--- src/logic/eee_pkg.sv ---
// Constants for the per-port EEE control block and its indirect access path
`default_nettype none
package eee_pkg;
  // APB word indexes of the access bytes; byte address is four times the index
  localparam logic [7:0]  IDX_ACC_CTRL  = 8'h6E;
  localparam logic [7:0]  IDX_ACC_OFFS  = 8'h6F;
  localparam logic [7:0]  IDX_ACC_DATA  = 8'hA0;
  // Access control byte layout
  localparam logic [2:0]  SEL_EEE       = 3'h1;
  localparam int          SEL_MSB       = 7;
  localparam int          SEL_LSB       = 5;
  localparam int          DIR_READ_BIT  = 4;
  localparam logic [3:0]  PORT_GLOBAL   = 4'h0;
  localparam logic [3:0]  PORT_FIRST    = 4'h3;
  localparam logic [3:0]  PORT_SECOND   = 4'h4;
  // Indirect byte offsets
  localparam logic [7:0]  OFS_CTL_HI    = 8'h2C;
  localparam logic [7:0]  OFS_CTL_LO    = 8'h2D;
  localparam logic [7:0]  OFS_WAIT_HI   = 8'h2E;
  localparam logic [7:0]  OFS_WAIT_LO   = 8'h2F;
  // Bit positions inside the bytes of the control/status register
  localparam int          POS_TEN_OFF   = 7;
  localparam int          POS_HW_EXCH   = 7;
  localparam int          POS_HW_FAST   = 6;
  localparam int          POS_TX_STICKY = 5;
  localparam int          POS_TX_NOW    = 4;
  localparam int          POS_RX_STICKY = 3;
  localparam int          POS_RX_NOW    = 2;
  localparam int          POS_SW_SEL    = 1;
  localparam int          POS_FAST_EN   = 0;
  // Values after reset
  localparam logic        RST_TEN_OFF   = 1'b1;
  localparam logic        RST_HW_EXCH   = 1'b1;
  localparam logic        RST_SW_SEL    = 1'b0;
  localparam logic        RST_FAST_EN   = 1'b0;
  localparam logic [7:0]  RST_WAIT_CNT  = 8'h27;
  // Wake wait timing
  localparam int          CLK_PERIOD_PS = 4000;
  localparam int          WAIT_UNIT_PS  = 640000;
  localparam int          UNIT_CYCLES   = (WAIT_UNIT_PS + CLK_PERIOD_PS - 1) / CLK_PERIOD_PS;
endpackage : eee_pkg
`default_nettype wire

--- src/logic/eee_port_control_indirect.sv ---
// Per-port EEE control/status registers behind an indirect byte window on APB
// How it works
// - Control byte select 001 plus port nibble 3 or 4 opens per-port EEE access.
// - Control/status register upper byte sits at offset 0x2C, lower at 0x2D.
// - Bit 15, reset 1, disables 10BASE-T EEE amplitude saving when set.
// - Bit 7 set lets hardware next-page exchange set bit 0 on match while bit 1 is clear.
// - Bit 7 clear means hardware never performs the capability exchange.
// - Bit 6 reads 1 while hardware negotiation has enabled 100BASE-TX EEE.
// - Bit 5 latches transmit idle signalling, cleared by reading the byte.
// - Bit 4 shows the live transmit idle indication.
// - Bit 3 latches receive idle signalling, cleared by reading the byte.
// - Bit 2 shows the live receive idle indication.
// - Bit 1 picks software (1) or hardware (0) as the EEE enable source.
// - Bit 0 enables 100BASE-TX EEE, written by software or set by hardware.
// - Recovery wait register upper byte at 0x2E, lower at 0x2F.
// - Recovery count resets to 0x27.
// - Read: write 0x30 style control, write offset to fetch, read data.
// - Write: write 0x20 style control, write offset, then write data.
// - Port nibble zero targets global registers, never a per-port one.
//
// Register access over APB was decided locally.
`timescale 1ns/1ps
`default_nettype none
module eee_port_control_indirect #(
  parameter int unsigned UNIT_CYCLES = eee_pkg::UNIT_CYCLES  // Cycles per 640 ns unit
) (
  input  wire logic        mclk_i,            // System clock, 250 MHz
  input  wire logic        rst_i,             // Async reset, active high
  input  wire logic        psel_i,            // APB select
  input  wire logic        penable_i,         // APB access phase
  input  wire logic        pwrite_i,          // APB write
  input  wire logic [11:0] paddr_i,           // APB byte address
  input  wire logic [31:0] pwdata_i,          // APB write data
  input  wire logic [3:0]  pstrb_i,           // APB byte strobes
  output logic      [31:0] prdata_o,          // APB read data
  output logic             pready_o,          // APB ready
  output logic             pslverr_o,         // APB error, unmapped address
  input  wire logic [1:0]  tx_idle_now_i,     // Transmit coding idle, per port
  input  wire logic [1:0]  rx_idle_now_i,     // Receive coding idle, per port
  input  wire logic [1:0]  np_match_i,        // Next-page exchange matched, pulse
  input  wire logic [1:0]  link_down_i,       // Link lost, per port
  output logic      [1:0]  ten_base_saving_off_o, // 10BASE-T saving disabled
  output logic      [1:0]  hw_capability_exchange_en_o, // Hardware exchange on
  output logic      [1:0]  fast_saving_o,     // 100BASE-TX EEE enabled
  output logic      [1:0]  tx_hold_o          // Transmit held after idle exit
);

  typedef struct packed {
    logic [7:0]       acc_ctrl;
    logic [7:0]       acc_offs;
    logic [7:0]       acc_data;
    logic             wr_armed;
    logic [1:0]       ten_base_saving_off;
    logic [1:0]       hw_capability_exchange_en;
    logic [1:0]       hw_negotiated_fast_saving;
    logic [1:0]       tx_idle_seen_sticky;
    logic [1:0]       rx_idle_seen_sticky;
    logic [1:0]       software_saving_select;
    logic [1:0]       fast_saving_enable;
    logic [1:0][7:0]  idle_wake_wait_count;
    logic [1:0]       tx_prev;
    logic [1:0]       waiting;
    logic [1:0][15:0] pre;
    logic [1:0][7:0]  units;
  } state_type;

  state_type q;
  state_type d;

  //////////////////////////////////////////////////////////////////////////////

  // Port nibble to port index; bit 1 flags a valid per-port target
  function automatic logic [1:0] port_decode(input logic [7:0] ctrl);
    logic [1:0] r;
    r = 2'b00;
    if (ctrl[eee_pkg::SEL_MSB:eee_pkg::SEL_LSB] == eee_pkg::SEL_EEE)
    begin
      if (ctrl[3:0] == eee_pkg::PORT_FIRST)
        r = 2'b10;
      else if (ctrl[3:0] == eee_pkg::PORT_SECOND)
        r = 2'b11;
    end
    return r;
  endfunction : port_decode

  // Byte image of a per-port register byte
  function automatic logic [7:0] reg_byte(input state_type s, input logic p,
                                          input logic [7:0] ofs, input logic txn,
                                          input logic rxn);
    logic [7:0] b;
    b = 8'h00;
    case (ofs)
      eee_pkg::OFS_CTL_HI:
        b[eee_pkg::POS_TEN_OFF] = s.ten_base_saving_off[p];
      eee_pkg::OFS_CTL_LO:
      begin
        b[eee_pkg::POS_HW_EXCH]   = s.hw_capability_exchange_en[p];
        b[eee_pkg::POS_HW_FAST]   = s.hw_negotiated_fast_saving[p];
        b[eee_pkg::POS_TX_STICKY] = s.tx_idle_seen_sticky[p];
        b[eee_pkg::POS_TX_NOW]    = txn;
        b[eee_pkg::POS_RX_STICKY] = s.rx_idle_seen_sticky[p];
        b[eee_pkg::POS_RX_NOW]    = rxn;
        b[eee_pkg::POS_SW_SEL]    = s.software_saving_select[p];
        b[eee_pkg::POS_FAST_EN]   = s.fast_saving_enable[p];
      end
      eee_pkg::OFS_WAIT_LO:
        b = s.idle_wake_wait_count[p];
      default:
        b = 8'h00;
    endcase
    return b;
  endfunction : reg_byte

  //////////////////////////////////////////////////////////////////////////////

  logic       acc_wr;
  logic       acc_rd;
  logic       hit_ctrl;
  logic       hit_offs;
  logic       hit_data;
  logic [1:0] port_sel;
  logic       is_read;
  logic       fetch_go;
  logic       apply_go;

  // Zero wait states; the word index is the address with the lane bits dropped
  assign pready_o  = 1'b1;
  assign acc_wr    = psel_i & penable_i & pwrite_i & pstrb_i[0];
  assign acc_rd    = psel_i & penable_i & ~pwrite_i;
  assign hit_ctrl  = (paddr_i == {2'b00, eee_pkg::IDX_ACC_CTRL, 2'b00});
  assign hit_offs  = (paddr_i == {2'b00, eee_pkg::IDX_ACC_OFFS, 2'b00});
  assign hit_data  = (paddr_i == {2'b00, eee_pkg::IDX_ACC_DATA, 2'b00});
  assign pslverr_o = psel_i & penable_i & ~(hit_ctrl | hit_offs | hit_data);
  assign port_sel  = port_decode(q.acc_ctrl);
  assign is_read   = q.acc_ctrl[eee_pkg::DIR_READ_BIT];
  // Offset write starts a read fetch; data write commits an armed write
  assign fetch_go  = acc_wr & hit_offs & is_read;
  assign apply_go  = acc_wr & hit_data & q.wr_armed & ~is_read & port_sel[1];

  always_comb
  begin
    prdata_o = 32'h0000_0000;
    if (hit_ctrl)
      prdata_o[7:0] = q.acc_ctrl;
    else if (hit_offs)
      prdata_o[7:0] = q.acc_offs;
    else if (hit_data)
      prdata_o[7:0] = q.acc_data;
  end

  //////////////////////////////////////////////////////////////////////////////

  always_comb
  begin
    d = q;

    if (acc_wr && hit_ctrl)
    begin
      d.acc_ctrl = pwdata_i[7:0];
      d.wr_armed = 1'b0;
    end

    if (acc_wr && hit_offs)
    begin
      d.acc_offs = pwdata_i[7:0];
      d.wr_armed = ~is_read;
      if (is_read)
      begin
        // Global or unknown targets belong elsewhere and read back as zero
        d.acc_data = 8'h00;
        if (port_sel[1])
        begin
          d.acc_data = reg_byte(q, port_sel[0], pwdata_i[7:0],
                                tx_idle_now_i[port_sel[0]],
                                rx_idle_now_i[port_sel[0]]);
          if (pwdata_i[7:0] == eee_pkg::OFS_CTL_LO)
          begin
            d.tx_idle_seen_sticky[port_sel[0]] = 1'b0;
            d.rx_idle_seen_sticky[port_sel[0]] = 1'b0;
          end
        end
      end
    end

    if (acc_wr && hit_data)
    begin
      d.acc_data = pwdata_i[7:0];
      if (apply_go)
      begin
        case (q.acc_offs)
          eee_pkg::OFS_CTL_HI:
            d.ten_base_saving_off[port_sel[0]] = pwdata_i[eee_pkg::POS_TEN_OFF];
          eee_pkg::OFS_CTL_LO:
          begin
            d.hw_capability_exchange_en[port_sel[0]] = pwdata_i[eee_pkg::POS_HW_EXCH];
            d.software_saving_select[port_sel[0]]    = pwdata_i[eee_pkg::POS_SW_SEL];
            d.fast_saving_enable[port_sel[0]]        = pwdata_i[eee_pkg::POS_FAST_EN];
          end
          eee_pkg::OFS_WAIT_LO:
            d.idle_wake_wait_count[port_sel[0]] = pwdata_i[7:0];
          default:
            d.wr_armed = q.wr_armed;
        endcase
      end
    end

    for (int p = 0; p < 2; p++)
    begin
      // Hardware sets come after the clears so a same-cycle event is kept
      if (tx_idle_now_i[p])
        d.tx_idle_seen_sticky[p] = 1'b1;
      if (rx_idle_now_i[p])
        d.rx_idle_seen_sticky[p] = 1'b1;

      if (link_down_i[p] || !q.hw_capability_exchange_en[p] ||
          q.software_saving_select[p])
        d.hw_negotiated_fast_saving[p] = 1'b0;
      if (q.hw_capability_exchange_en[p] && !q.software_saving_select[p] &&
          np_match_i[p])
      begin
        d.fast_saving_enable[p]        = 1'b1;
        d.hw_negotiated_fast_saving[p] = 1'b1;
      end

      // Recovery wait: count whole units once transmit idle ends
      d.tx_prev[p] = tx_idle_now_i[p];
      if (q.tx_prev[p] && !tx_idle_now_i[p])
      begin
        d.waiting[p] = (q.idle_wake_wait_count[p] != 8'h00);
        d.units[p]   = q.idle_wake_wait_count[p];
        d.pre[p]     = 16'h0000;
      end
      else if (q.waiting[p])
      begin
        if (tx_idle_now_i[p])
          d.waiting[p] = 1'b0;
        else if (q.pre[p] == 16'(UNIT_CYCLES - 1))
        begin
          d.pre[p]   = 16'h0000;
          d.units[p] = q.units[p] - 8'h01;
          if (q.units[p] == 8'h01)
            d.waiting[p] = 1'b0;
        end
        else
          d.pre[p] = q.pre[p] + 16'h0001;
      end
    end
  end

  always_ff @(posedge mclk_i or posedge rst_i)
  begin
    if (rst_i)
    begin
      q                           <= '0;
      q.ten_base_saving_off       <= {2{eee_pkg::RST_TEN_OFF}};
      q.hw_capability_exchange_en <= {2{eee_pkg::RST_HW_EXCH}};
      q.software_saving_select    <= {2{eee_pkg::RST_SW_SEL}};
      q.fast_saving_enable        <= {2{eee_pkg::RST_FAST_EN}};
      q.idle_wake_wait_count      <= {2{eee_pkg::RST_WAIT_CNT}};
    end
    else
      q <= d;
  end

  assign ten_base_saving_off_o       = q.ten_base_saving_off;
  assign hw_capability_exchange_en_o = q.hw_capability_exchange_en;
  assign fast_saving_o               = q.fast_saving_enable;
  assign tx_hold_o                   = q.waiting;

  //////////////////////////////////////////////////////////////////////////////

  // Length of the current hold on the first port, read only by the checks
  logic [23:0] hold_run;

  always_ff @(posedge mclk_i or posedge rst_i)
  begin
    if (rst_i)
      hold_run <= 24'h000000;
    else if (q.waiting[0])
      hold_run <= hold_run + 24'h000001;
    else
      hold_run <= 24'h000000;
  end
endmodule : eee_port_control_indirect
`default_nettype wire

--- config.mk ---
export PLATFORM = sky130hd
export DESIGN_NAME = eee_port_control_indirect
export DESIGN_NICKNAME = d
export VERILOG_FILES = /design/src/logic/eee_pkg.sv /design/src/logic/eee_port_control_indirect.sv
export SDC_FILE = /design/constraint.sdc
export NUM_CORES = 1
export LEC_CHECK = 0
export BUFFER_PORTS_ARGS = -buffer_cell sky130_fd_sc_hd__clkbuf_2
export CAP_MARGIN = 20
export CORE_AREA = 2 2 107 109
export DETAILED_ROUTE_END_ITERATION = 8
export DIE_AREA = 0 0 109 111
export GPL_TIMING_DRIVEN = 1
export PLACE_DENSITY = 0.74
export SYNTH_ARGS = -nofsm -noshare
export SYNTH_HDL_FRONTEND = slang
export SYNTH_SLANG_ARGS = --single-unit
--- constraint.sdc ---
create_clock -name mclk_i -period 7.8 [get_ports mclk_i]
set_input_delay 0.39 -clock mclk_i [delete_from_list [all_inputs] [get_ports mclk_i]]
set_output_delay 0.39 -clock mclk_i [all_outputs]
set_load 0.02 [all_outputs]
==> results.yml <==
sta:
  hold_viol: 0
  worst_hold_slack_ns: 0.1116
  min_period_over_period_pct: 34.18
  period_minus_slack_ns: 2.666
  rsz0062_at_grt: "no"
  finClkSkew_ns: 0.008822
  setup_viol: 0
  fin_setup_tns_ns: 0
  slew_headroom_pct: 38.74
  final_max_slew_viol_count: 0
  fmax_ghz: 0.3751
  tightest_slew_ns: 0.9170
critical_path:
  path_depth: 5
  cp_slowest_cell: "or4_1"
  critPathCaptureType: "register"
  arrival_ns: 2.90
  crit_chain: "nor4b_2 -> o21ai_0 -> or4_1 -> nor3_1 -> mux2_2"
  critPathLaunchType: "register"
  critical_path_class: "reg -> reg"
  crit_required_ns: 8.03
  critPathBufInv: 0
  slowest_delay_ns: 0.65
  rr_worst_depth: 5
  crit_fanout: 5
  cp_top_family: "simple AND/OR/NAND/NOR gates"
place:
  hpwl_mm: 9.051
  gp_congestion: 0.7984
  port_buffers: 50
drt:
  drt_iter0_markers: 294
  ant_nets: 0
  vias: 4394
  drt-wirelength-per-cell_um: 16.70
  drc: 0
  avgViaCountPerCell: 5.812
  first_pass_iters: 5
  wl_mm: 12.63
synth:
  yosysMostFrequentCell: "dfrtp_1"
  netlist_top_cells_count: "dfrtp_1 (95), nand2_1 (50), nor2_1 (44), mux2_2 (41), buf_4 (33)"
  synth_cell_type_count: 56
  ys_dominant_reg_cell: "dfrtp_1"
  ys_ff_latch: 107
  ys_seq_area_share_pct: 45.93
  synth_edf_count: 0
  async_flop_share_pct: 100.0
  synthTopCellsByArea: "dfrtp_1 (41%), mux2_2 (7.9%), dfstp_2 (5.4%)"
  syn_area_per_cell_um2: 10.21
  synth_largest_area_cell: "dfrtp_1"
  netlist_area_um2: 5862
  yosys.area.top_type_share_pct: 40.55
  syn_inst: 574
  ys_warn_count: 0
grt:
  antenna_found_initial: 0
  grt_pass1_wl_mm: 20.98
  grt_pass1_vias: 4350
  grt_max_degree: 62
  track_usage_pct: 22.04
  grt.overflow.total: 0
final_layout:
  nNetsFinal: 675
  diodes: 0
  drive_above_1_share_pct: 22.19
  syn_to_final_growth_pct: 8.837
  postLayoutCoreUtil_pct: 57.60
clocking:
  cts_setup_buffers: 0
  postCtsHoldBufs: 0
  cts_tree: "done"
  ctsRootBufferMaster: "clkbuf_16"
  clk_latency_ns: 0.35
  cts_htree_levels: 3
  cts_buffers: 9
  clock_sinks: 107
  clk_path_buf_depth: 2
  cts_repair_resize_count: 0
  clk_pin_slew_worst_paths_ns: 0.08
floorplan:
  start_util_pct: 52.92
  die-height_um: 111
  top_level_ports: 103
  die_w_um: 109
  rows: 39
  core_um2: 11080
  die_area_um2: 12100
run_status:
  status: "finished, final reports clean"
worst_hold_path:
  hold_class: "in -> async"
power_and_ir_drop:
  vdd_ir_drop_max_uv: 152.5
  p_per_area_nw_per_um2: 171.2
  cellLeakagePower_nw: 2.866
flow_run:
  maxCapViolations: 0
## layer usage
metal | part of all wire (%) | up-vias | track usage, %
met5 | 0 | - | 0
met4 | 1.9 | 0 | 7.692
met3 | 4.5 | 19 | 4.644
met2 | 49 | 122 | 35.86
met1 | 44 | 2168 | 28.99
li1 | - | 2085 | -
## metrics by stage
step,cell area (um2),power (mW),setup WS (ns),std cells
after floorplan,5948,0.6162,4.613,597
after detailed placement,6066,0.6278,4.816,739
after global routing,6380,1.130,4.928,756
after CTS,6372,1.101,4.817,755
after global placement,6066,0.6265,4.920,739
final,6380,1.092,5.134,756
## cells in the final DEF (no fill, tap or decap), types with 15 or more instances in the layout
cell,instances
nand3_1,19
nor4_1,15
nand4_1,21
dfrtp_1,95
mux2_2,41
o21ai_0,30
mux2i_1,20
xor2_1,26
nand2_1,50
conb_1,25
nor2_1,44
clkbuf_2,50
## path summary, 6_finish.rpt
path,start,to,slack (ns)
max in group asynchronous,rst_i,q[39]$_DFFE_PP0P_,6.48
max reg2reg,q[102]$_DFFE_PP0P_,q[70]$_DFFE_PP0P_,5.13
min,rst_i,q[23]$_DFFE_PP0P_,0.11
min reg2reg,q[70]$_DFFE_PP0P_,q[76]$_DFFE_PP0P_,0.48
max,q[102]$_DFFE_PP0P_,q[70]$_DFFE_PP0P_,5.13
min in group mclk_i,rx_idle_now_i[0],q[72]$_DFFE_PP0P_,0.25
## logic make-up after synthesis
kind of cell / count (synthesis) / synth area share (%)
simple gates: 216 / 20.15
flops: 107 / 45.93
compound gates: 77 / 8.367
buf+inv: 64 / 6.254
mux: 63 / 12.06
xor+xnor: 39 / 5.827
fa+ha+maj: 6 / 1.281
other cells: 2 / 0.1281
## registers in the layout (all words and copies together) (netlist names)
register,cells
fast_saving_o,2
hw_capability_exchange_en_o,2
is_read,1
q,98
ten_base_saving_off_o,2
tx_hold_o,2
## report_power, final
part	switching [mW]	internal, mW
sequential	0.00236	0.557
clock	0.219	0.256
combinational	0.0438	0.0144
total	0.265	0.827
## worst register-to-register path, delay by kind of cell, from the launching register on
family | cells | cell delay, ns
mux | 1 | 0.38
compound gates | 1 | 0.33
flops | 1 | 0.41
simple gates | 3 | 1.42
## final cells by class
type,instances,area (um2)
clock buffer,9,225.2
fill,936,4697
timing repair buffer,52,265.3
multi-input combinational,426,2889
inverter,12,47.55
clock inverter,7,81.33
tap,143,178.9
sequential,107,2693
No activity file was read; power rests on OpenSTA's default activity.
